==> src/pkg/lcia_pkg.sv <==
`default_nettype none
package lcia_pkg;
    // Channel count and source events per channel
    localparam int NUM_CHAN = 12;
    localparam int HALF_CHAN = 6;
    localparam int NUM_SRC = 4;
    // Source bit positions inside the per-channel enable and status words
    localparam int SRC_DRIVE_MON = 0;
    localparam int SRC_SIG_LOSS = 1;
    localparam int SRC_LOCK_LOSS = 2;
    localparam int SRC_FIFO_LIM = 3;
    // Global register byte addresses
    localparam logic [7:0] ADDR_RX_ON_LO = 8'h08;
    localparam logic [7:0] ADDR_RX_ON_HI = 8'h88;
    localparam logic [7:0] ADDR_CHAN_LOW_IRQ_ENABLE = 8'h60;
    localparam logic [7:0] ADDR_CHAN_LOW_IRQ_PENDING = 8'h61;
    localparam logic [7:0] ADDR_CHAN_HIGH_IRQ_ENABLE = 8'hE0;
    localparam logic [7:0] ADDR_CHAN_HIGH_IRQ_PENDING = 8'hE1;
    localparam logic [7:0] ADDR_PART_IDENTIFIER = 8'h6E;
    localparam logic [7:0] ADDR_SILICON_REVISION = 8'h6F;
    // Low nibble of per-channel registers; high nibble picks the channel
    localparam logic [3:0] LO_SRC_ENABLE = 4'h1;
    localparam logic [3:0] LO_SRC_STATUS = 4'h2;
    localparam logic [3:0] NIB_HIGH_SKIP = 4'h2;
    // Values after reset
    localparam logic [5:0] RST_CHAN_ENABLE = 6'h00;
    localparam logic [11:0] RST_RX_ON = 12'h000;
    localparam logic [NUM_SRC-1:0] RST_SRC = 4'h0;
    localparam logic [7:0] RST_RDATA = 8'h00;

    // High nibble of a channel's register block: 0-5, then 8-D
    function automatic logic [3:0] lcia_chan_nib(input int ch);
        logic [3:0] nib;
        nib = 4'(ch);
        if (ch >= HALF_CHAN) begin
            nib = 4'(ch) + NIB_HIGH_SKIP;
        end
        return nib;
    endfunction

    // Per-channel state
    typedef struct packed {
        logic [NUM_SRC-1:0] src_en;
        logic [NUM_SRC-1:0] flag_prev;
        logic [NUM_SRC-1:0] status;
    } lcia_chan_s;

    // Chip-level state
    typedef struct packed {
        logic [5:0] en_lo;
        logic [5:0] en_hi;
        logic [11:0] rx_on;
        logic [7:0] rdata;
        logic rvalid;
        logic irq_n;
    } lcia_top_s;
endpackage
`default_nettype wire

==> src/hw/lcia_top.sv <==
// Behaviour
// - Master enable off blocks channel's interrupts
// - Master enable on passes enabled source interrupts
// - Channels 0-5 enables at 0x60 bits 0-5
// - Channels 6-11 enables at 0xE0 bits 0-5
// - Pending bit shows any unserviced channel interrupt
// - Pending bits at 0x61 and 0xE1
// - Pending stays until source status read
// - Fixed part identifier at 0x6E
// - Revision at 0x6F, upper nibble zero
// - Receiver-on bit zero disables receiver
// - Channels 9-11 receiver-on at 0x88 bits 3-5
// - Source status clears on read
// - Four source events, both edges
`timescale 1ns/10ps
`default_nettype none
module lcia_top #(
    parameter logic [7:0] PART_ID = 8'h5A,  // Arbitrary identifier value
    parameter logic [3:0] REVISION = 4'h3   // Arbitrary revision value
) (
    input wire logic clk_in,
    input wire logic rst_in,
    input wire logic cpu_cs_in,
    input wire logic cpu_rd_in,
    input wire logic cpu_wr_in,
    input wire logic [7:0] cpu_addr_in,
    input wire logic [7:0] cpu_wdata_in,
    input wire logic [lcia_pkg::NUM_CHAN-1:0] drive_monitor_flag_in,
    input wire logic [lcia_pkg::NUM_CHAN-1:0] signal_loss_flag_in,
    input wire logic [lcia_pkg::NUM_CHAN-1:0] lock_loss_flag_in,
    input wire logic [lcia_pkg::NUM_CHAN-1:0] fifo_limit_flag_in,
    output logic [7:0] cpu_rdata_out,
    output logic cpu_rvalid_out,
    output logic irq_n_out,
    output logic [lcia_pkg::NUM_CHAN-1:0] receiver_power_on_out
);
    import lcia_pkg::*;

    lcia_top_s st_q;               // Registered state
    lcia_top_s st_d;               // Next state
    logic rd_stb;                  // Qualified read strobe
    logic wr_stb;                  // Qualified write strobe
    logic [NUM_CHAN-1:0] pend;     // Channel pending bits
    logic [NUM_CHAN-1:0] en_all;   // Master enables, channel order
    logic [NUM_SRC-1:0] src_en_v [NUM_CHAN];  // Source enables per channel
    logic [NUM_SRC-1:0] status_v [NUM_CHAN];  // Source status per channel

    // Strobes only count with chip select
    assign rd_stb = cpu_cs_in && cpu_rd_in;
    assign wr_stb = cpu_cs_in && cpu_wr_in;
    assign en_all = {st_q.en_hi, st_q.en_lo};

    // One source block per channel, decoded from its address nibble
    generate
        for (genvar g = 0; g < NUM_CHAN; g++) begin : g_chan
            localparam logic [3:0] NIB = lcia_chan_nib(g);
            lcia_chan u_chan (
                .clk_in(clk_in),
                .rst_in(rst_in),
                .flags_in({fifo_limit_flag_in[g], lock_loss_flag_in[g],
                           signal_loss_flag_in[g], drive_monitor_flag_in[g]}),
                .src_en_wr_in(wr_stb && cpu_addr_in == {NIB, LO_SRC_ENABLE}),
                .src_en_wdata_in(cpu_wdata_in[NUM_SRC-1:0]),
                // Only the status read releases pending
                .status_rd_in(rd_stb && cpu_addr_in == {NIB, LO_SRC_STATUS}),
                .src_en_out(src_en_v[g]),
                .status_out(status_v[g]),
                .pending_out(pend[g])
            );
        end
    endgenerate

    // Register writes, read mux and interrupt pin
    always_comb begin
        st_d = st_q;
        st_d.rvalid = rd_stb;
        if (wr_stb) begin
            case (cpu_addr_in)
                ADDR_CHAN_LOW_IRQ_ENABLE: st_d.en_lo = cpu_wdata_in[5:0];
                ADDR_CHAN_HIGH_IRQ_ENABLE: st_d.en_hi = cpu_wdata_in[5:0];
                // Receiver on, channels 0-5 and 6-11
                ADDR_RX_ON_LO: st_d.rx_on[5:0] = cpu_wdata_in[5:0];
                ADDR_RX_ON_HI: st_d.rx_on[11:6] = cpu_wdata_in[5:0];
                // Read-only and unmapped addresses drop writes
                default: st_d.rx_on = st_q.rx_on;
            endcase
        end
        if (rd_stb) begin
            // Unmapped reads return zero
            st_d.rdata = RST_RDATA;
            case (cpu_addr_in)
                ADDR_CHAN_LOW_IRQ_ENABLE: st_d.rdata = {2'b00, st_q.en_lo};
                ADDR_CHAN_HIGH_IRQ_ENABLE: st_d.rdata = {2'b00, st_q.en_hi};
                // Pending bits, low and high halves
                ADDR_CHAN_LOW_IRQ_PENDING: st_d.rdata = {2'b00, pend[5:0]};
                ADDR_CHAN_HIGH_IRQ_PENDING: st_d.rdata = {2'b00, pend[11:6]};
                ADDR_RX_ON_LO: st_d.rdata = {2'b00, st_q.rx_on[5:0]};
                ADDR_RX_ON_HI: st_d.rdata = {2'b00, st_q.rx_on[11:6]};
                ADDR_PART_IDENTIFIER: st_d.rdata = PART_ID;
                ADDR_SILICON_REVISION: st_d.rdata = {4'h0, REVISION};
                default: st_d.rdata = RST_RDATA;
            endcase
            // Per-channel enable and status words; data is pre-clear value
            for (int i = 0; i < NUM_CHAN; i++) begin
                if (cpu_addr_in == {lcia_chan_nib(i), LO_SRC_ENABLE}) begin
                    st_d.rdata = {4'h0, src_en_v[i]};
                end
                if (cpu_addr_in == {lcia_chan_nib(i), LO_SRC_STATUS}) begin
                    st_d.rdata = {4'h0, status_v[i]};
                end
            end
        end
        // OR of enabled pendings, active low
        st_d.irq_n = ~|(pend & en_all);
    end

    // State register; pin idles high through reset
    always_ff @(posedge clk_in or posedge rst_in) begin
        if (rst_in) begin
            st_q <= '{en_lo: RST_CHAN_ENABLE, en_hi: RST_CHAN_ENABLE,
                      rx_on: RST_RX_ON, rdata: RST_RDATA,
                      rvalid: 1'b0, irq_n: 1'b1};
        end else begin
            st_q <= st_d;
        end
    end

    // Outputs straight from state flops; line-input tristate lives in the pad ring
    assign cpu_rdata_out = st_q.rdata;
    assign cpu_rvalid_out = st_q.rvalid;
    assign irq_n_out = st_q.irq_n;
    assign receiver_power_on_out = st_q.rx_on;
endmodule
`default_nettype wire

==> src/hw/lcia_chan.sv <==
`timescale 1ns/10ps
`default_nettype none
module lcia_chan (
    input wire logic clk_in,
    input wire logic rst_in,
    input wire logic [lcia_pkg::NUM_SRC-1:0] flags_in,
    input wire logic src_en_wr_in,
    input wire logic [lcia_pkg::NUM_SRC-1:0] src_en_wdata_in,
    input wire logic status_rd_in,
    output logic [lcia_pkg::NUM_SRC-1:0] src_en_out,
    output logic [lcia_pkg::NUM_SRC-1:0] status_out,
    output logic pending_out
);
    import lcia_pkg::*;

    lcia_chan_s st_q;     // Registered state
    lcia_chan_s st_d;     // Next state
    logic [NUM_SRC-1:0] evt; // Enabled edges this cycle

    // Next-state logic
    always_comb begin
        st_d = st_q;
        evt = (flags_in ^ st_q.flag_prev) & st_q.src_en;
        st_d.flag_prev = flags_in;
        if (src_en_wr_in) begin
            st_d.src_en = src_en_wdata_in;
        end
        // Clear on read, new edge wins
        if (status_rd_in) begin
            st_d.status = evt;
        end else begin
            st_d.status = st_q.status | evt;
        end
    end

    // State register
    always_ff @(posedge clk_in or posedge rst_in) begin
        if (rst_in) begin
            st_q <= '{src_en: RST_SRC, flag_prev: RST_SRC, status: RST_SRC};
        end else begin
            st_q <= st_d;
        end
    end

    assign src_en_out = st_q.src_en;
    assign status_out = st_q.status;
    // Pending while any status bit held
    assign pending_out = |st_q.status;
endmodule
`default_nettype wire

==> config.mk <==
export PLATFORM = sky130hd
export DESIGN_NAME = lcia_top
export DESIGN_NICKNAME = d
export VERILOG_FILES = /design/src/pkg/lcia_pkg.sv /design/src/hw/lcia_top.sv /design/src/hw/lcia_chan.sv
export SDC_FILE = /design/constraint.sdc
export NUM_CORES = 1
export LEC_CHECK = 0
export BUFFER_PORTS_ARGS = -buffer_cell sky130_fd_sc_hd__buf_2
export CELL_PAD_IN_SITES_DETAIL_PLACEMENT = 1
export CELL_PAD_IN_SITES_GLOBAL_PLACEMENT = 1
export CORE_ASPECT_RATIO = 1.25
export CORE_UTILIZATION = 41
export CTS_BUF_LIST = sky130_fd_sc_hd__clkbuf_8
export CTS_CLUSTER_DIAMETER = 120
export DETAILED_ROUTE_END_ITERATION = 10
export PLACE_DENSITY_LB_ADDON = 0.1
export SLEW_MARGIN = 20
export SYNTH_ARGS = -nofsm -noshare
export SYNTH_HDL_FRONTEND = slang
export SYNTH_HIERARCHICAL = 1
export SYNTH_SLANG_ARGS = --single-unit
export TNS_END_PERCENT = 10
==> constraint.sdc <==
create_clock -name clk_in -period 2.5 [get_ports clk_in]
set_input_delay 0.125 -clock clk_in [delete_from_list [all_inputs] [get_ports clk_in]]
set_output_delay 0.125 -clock clk_in [all_outputs]
set_load 0.02 [all_outputs]
# == After elaboration in Yosys (flattened, before gate mapping) ==
# Cells that the tools add are included.
# word_totals
word_cells,211
reg_bits,178
out_inout_bits,22
in_bits,69
# op_classes
eq_ne,44
bitwise_logic,37
mux,43
n_reduce_logical,44
# ops
cell,count
2-to-1 mux 8 bit,24
"equality test 8 bit, second input constant",15
equality test 8 bit,12
2-to-1 mux 4 bit,18
"equality test 8 x 7 -> 1 bit, second input constant",8
case mux 7 bit (8 select lines),1
AND 4 bit,12
OR 4 bit,12
OR reduction 4 bit,12
XOR 4 bit,12
"equality test 8 x 6 -> 1 bit, second input constant",4
logical AND 1 bit,26
"equality test 8 x 5 -> 1 bit, second input constant",2
AND 12 bit,1
OR reduction 12 bit,1
"equality test 8 x 1 -> 1 bit, second input constant",1
"equality test 8 x 2 -> 1 bit, second input constant",1
"equality test 8 x 4 -> 1 bit, second input constant",1
AND reduction 2 bit,4
zero test 1 bit,1

# == Logic depth before layout (Yosys ltp) ==
# depth
word_depth,26
ltp_mapped,8
mapped_depth_nobuf,7

# == Hierarchy ==
# The synthesis kept the hierarchy.
# by_module_without_submodules
module,n_inst,cells_per_inst,area_each_um2
lcia_chan,12,35,491.7
lcia_top,1,438,3373.2

# == Worst setup path before layout ==
# No wires, ideal clock.
# synth_path
kind,register -> register
startpoint,register g_chan[1].u_chan.st_q (netlist bit g_chan[1].u_chan/status_out[2])
endpoint,register st_q (netlist bit cpu_rdata_out[1])
setup_slack_ps,525
setup_ps,126
required_ps,2374
path_stages_with_launch,8
arrival_time_ps,1849
path_cell_list,dfrtp_1 -> or4_1 -> mux2i_1 -> o21ai_0 -> a2111oi_0 -> o22ai_1 -> a211oi_1 -> o21ai_1
# synth_via
elab_chain_cells,26
# synth_lines
item,line_no,source
from (decl),lcia_chan.sv:16,lcia_chan_s st_q;
from (signal assigned),lcia_chan.sv:39,"st_q <= '{src_en: RST_SRC, flag_prev: RST_SRC, status: RST_SRC};"
from (signal assigned),lcia_chan.sv:41,st_q <= st_d;
OR reduction 4 bit,lcia_chan.sv:48,assign pending_out = |st_q.status;
via pend[1],lcia_top.sv:43,logic [NUM_CHAN-1:0] pend;
case mux 7 bit (8 select lines),lcia_top.sv:91,case (cpu_addr_in)
2-to-1 mux 8 bit,lcia_top.sv:105,"if (cpu_addr_in == {lcia_chan_nib(i), LO_SRC_ENABLE}) begin"
2-to-1 mux 8 bit,lcia_top.sv:108,"if (cpu_addr_in == {lcia_chan_nib(i), LO_SRC_STATUS}) begin"
2-to-1 mux 8 bit,lcia_top.sv:105,
2-to-1 mux 8 bit,lcia_top.sv:108,
2-to-1 mux 8 bit,lcia_top.sv:105,
[... 11 more ...],n/a,
2-to-1 mux 8 bit,lcia_top.sv:105,
2-to-1 mux 8 bit,lcia_top.sv:108,
2-to-1 mux 8 bit,lcia_top.sv:105,
2-to-1 mux 8 bit,lcia_top.sv:108,
2-to-1 mux 8 bit,lcia_top.sv:105,
2-to-1 mux 8 bit,lcia_top.sv:108,
2-to-1 mux 8 bit,lcia_top.sv:105,
2-to-1 mux 8 bit,lcia_top.sv:108,
to (signal assigned),lcia_top.sv:120,"st_q <= '{en_lo: RST_CHAN_ENABLE, en_hi: RST_CHAN_ENABLE,"
to (signal assigned),lcia_top.sv:124,st_q <= st_d;
to (decl),lcia_top.sv:39,lcia_top_s st_q;
# The timed path passes the listed nets, and every way through them passes these cells.
# A chain may end at the register's enable or synchronous reset.

# == Final worst setup path ==
# Same ends and word-level chain as after synthesis.

==> qor.csv <==
stage,metric,value,unit
status,run status,finished clean,
critical_path,Crit Path Class,flop to flop,
critical_path,biggest cell delay along the critical path,0.58,ns
drt,count of nets left with antenna violations after detail routing,0,
drt,routed vias,7110,
clock_tree,CTS tree,built,
logic_synthesis,Synthesized Nets,927,
global_route,initial antenna violation count,0,
min_path,path category of the worst min-delay check,primary input to flop,
critical_path,Worst EP arrival,2.76,ns
power_and_ir_drop,power density cells,628,nW/µm²
die,die outline width,137,µm
min_path,terminating pin of the worst hold path,cpu_rvalid_out$_DFF_PP0_,
layout,number of diodes added for antenna fixing,0,
die,initial core utilization,41.8,%
logic_synthesis,most area-hungry cell type in the Yosys netlist,dfrtp_1,
global_route,first-pass GRT wire length,44.8,mm
global_route,GRT Resource Usage Total,26.2,%
placement,cell area after placement,9700,µm²
power_and_ir_drop,worst vdd rail ir drop,0.546,mV
logic_synthesis,synthesized area,9270,µm²
timing,share of the clock period used by the worst path,96.0,%
drt,1st-iter DRT viols,362,
placement,weighted congestion reported at the end of routability-driven placement,0.897,
min_path,hold path depth,3,
critical_path,cell-by-cell trace of the critical path,or4_1 > mux2i_1 > o21ai_0 > a2111oi_1 > o22ai_1 > a211oi_2 > buf_4 > o21ai_1,
drt,average detailed-routed wire length per instance,23.2,µm
logic_synthesis,Synth area leaders,"dfrtp_1, mux2_2, buf_4, xor2_1, a22o_1",
clock_tree,Max Root-Sink Buffers,2,
global_route,residual overflow from global routing,0,
drt,vias per cell,5.71,
layout,Finished Cell Area,10600,µm²
timing,"Hold Vio Cnt, Final",0,
layout,layout cells sized above 1,29.3,%
critical_path,r2r endpoint,cpu_rdata_out[1]$_DFFE_PP0P_,
die,number of placement rows,61,
logic_synthesis,sequential share of the synthesized area,47.8,%
die,area of the core,22200,µm²
logic_synthesis,async set or reset register ratio after synthesis,100,%
critical_path,worst-path fanout max,2,
placement,DP HPWL,21.7,mm
timing,Pins Over Slew Limit,0,
clock_tree,Clock transition at path regs,0.10,ns
timing,Setup TNS,0,ns
logic_synthesis,post-synth top area share,47.5,%
drt,post-detailed-routing wire length,28.9,mm
global_route,largest net degree at the start of global routing,26,
critical_path,worst flop-to-flop path startpoint,g_chan[1].u_chan/status_out[2]$_DFF_PP0_,
timing,clock period minus final worst setup slack,2.40,ns
logic_synthesis,count of mapped cells out of synthesis,858,
timing,final setup violation count,0,
clock_tree,depth of the CTS H-tree,4,
placement,buffers added on ports,87,
critical_path,worst reg2reg setup slack,0.10,ns
layout,area grow syn2layout,14.8,%
critical_path,slowest CP cell,or4_1,
min_path,beginning of the worst hold path,cpu_cs_in,
clock_tree,Post CTS Setup Buffer Count,0,
timing,worst slew pin tran,0.712,ns
clock_tree,clock latency on the worst-skew pair,0.48,ns
timing,fmax,417,MHz
clock_tree,total CTS buffers,17,
timing,worst-case hold slack,0.0475,ns
die,vertical extent of the die,170,µm
critical_path,number of cells traversed by the worst register-to-register path,8,
power_and_ir_drop,Final Total Pwr,6.68,mW
layout,most frequent standard cell in the layout excluding fill and tap cells,dfrtp_1,
layout,fin nets,1018,
die,area enclosed by the die boundary,23200,µm²
logic_synthesis,number of synthesis warnings,6,
clock_tree,root buffer selected by CTS,clkbuf_8,
layout,"leading cell types in the layout, fill and taps excluded","dfrtp_1, buf_2, mux2_2",
global_route,number of global-route vias before repair,7650,
logic_synthesis,average size of a mapped cell,10.8,µm²
clock_tree,CTS sink cnt,177,
timing,unrepaired setup endpoints after global routing,no,
die,I/O Pins,91,
drt,remaining routing DRC violations,0,
timing,Clock Skews,0.0198,ns
logic_synthesis,dominant synthesized flop cell,dfrtp_1,
power_and_ir_drop,leakage,4.87,nW
critical_path,launching element type of the critical path,flop,
drt,number of detailed-route iterations in the first pass,4,
critical_path,CP Capture Type,flop,
logic_synthesis,distinct cell type count of the synthesized netlist,63,
logic_synthesis,"EDFF count, synth",0,
logic_synthesis,synthesis-stage register bit count,177,
timing,worst rel slew slack,52.4,%
critical_path,WP data required,2.86,ns
run,max-capacitance violation count,0,
==> state kept, by name (all words and copies together), names as in the netlist <==
register and count:
irq_n_out 1, g_chan.u_chan/status_out 48, cpu_rvalid_out 1, g_chan.u_chan/src_en_out 48, cpu_rdata_out 7, en_all 12
g_chan.u_chan/st_q 48, receiver_power_on_out 12
==> Yosys cell counts, types with 9 or more instances <==
library cell / n
nand3b_1: 9
a22o_2: 12
or4_1: 15
o22ai_1: 13
buf_2: 12
dfrtp_1: 176
mux2_2: 74
nand4_1: 11
a22o_1: 38
inv_1: 32
nor3_1: 31
nand2_1: 35
buf_4: 98
nor2_1: 37
a21oi_1: 15
nand3_1: 20
xor2_1: 48
o21ai_0: 19
clkbuf_1: 18
or3_1: 11
a22oi_1: 16
==> worst max-delay path: cells and delay by family, from the launching register on <==
family          cells  cell delay (ns)
buf+inv             1             0.16
compound gates      5             1.00
simple gates        1             0.58
mux                 1             0.16
flops               1             0.39
==> logic make-up (layout without fill, tap and decap cells) <==
| kind of cell | count (synthesis) | in the layout | synth area share [%] |
|---|---|---|---|
| muxes | 82 | 82 | 9.85 |
| buffers and inverters | 166 | 270 | 10.9 |
| and+or+nand+nor | 215 | 215 | 13.1 |
| xor gates and xnor gates | 48 | 48 | 4.53 |
| DFF | 177 | 177 | 47.8 |
| AOI/OAI and AO/OA | 169 | 169 | 13.8 |
| other | 1 | 1 | 0.0404 |
==> worst max-delay path by stage <==
| stage | start | to | slack, ns | cells past startpoint |
|---|---|---|---|---|
| 4_1_cts | g_chan[7].u_chan/status_out[2]$_DFF_PP0_ | cpu_rdata_out[1]$_DFFE_PP0P_ | 0.07 | 8 |
| 3_5_place_dp | g_chan[7].u_chan/status_out[2]$_DFF_PP0_ | cpu_rdata_out[1]$_DFFE_PP0P_ | -0.06 | 8 |
| 5_1_grt | g_chan[1].u_chan/status_out[2]$_DFF_PP0_ | cpu_rdata_out[1]$_DFFE_PP0P_ | 0.02 | 8 |
| 2_1_floorplan | g_chan[1].u_chan/status_out[2]$_DFF_PP0_ | cpu_rdata_out[1]$_DFFE_PP0P_ | 0.52 | 7 |
| 6_report | g_chan[1].u_chan/status_out[2]$_DFF_PP0_ | cpu_rdata_out[1]$_DFFE_PP0P_ | 0.10 | 8 |
| 3_3_place_gp | g_chan[7].u_chan/status_out[2]$_DFF_PP0_ | cpu_rdata_out[1]$_DFFE_PP0P_ | 0.05 | 8 |
==> power by group <==
group / internal, mW / leakage [nW] / switching, mW
combinational: 0.562 / 2.38 / 0.596
clock: 1.01 / 0.200 / 1.06
sequential: 3.17 / 2.29 / 0.276
==> timing repair <==
item,in CTS,in global routing
hold buffers,52,0
setup endpoints to repair,1,0
gates resized for setup,2,0
endpoints found under the hold margin,227,0
==> cell type report <==
cell class,instances,area [µm²]
flip-flops and latches,177,4430
multi-input cells,515,3840
repair buffers,206,1480
fillers,2397,11600
clock buffers,18,248
clock inverters,14,166
inverters,32,120
well taps,283,354
==> layer usage <==
layer	part of all wire (%)	GRT usage [%]
met1	43	33.2
met3	3.7	3.93
met2	50	44.3
met4	3.1	11.1
met5	0	0
==> stage by stage <==
stage,util [%],setup slack (ns),cells
6_report,47.9,0.101,1245
5_1_grt,47.9,0.0223,1245
4_1_cts,47.9,0.0731,1245
3_5_place_dp,43.7,-0.0621,1161
3_3_place_gp,43.7,0.0539,1161
2_1_floorplan,-,0.525,858
Power figures use the tool's default switching activity.
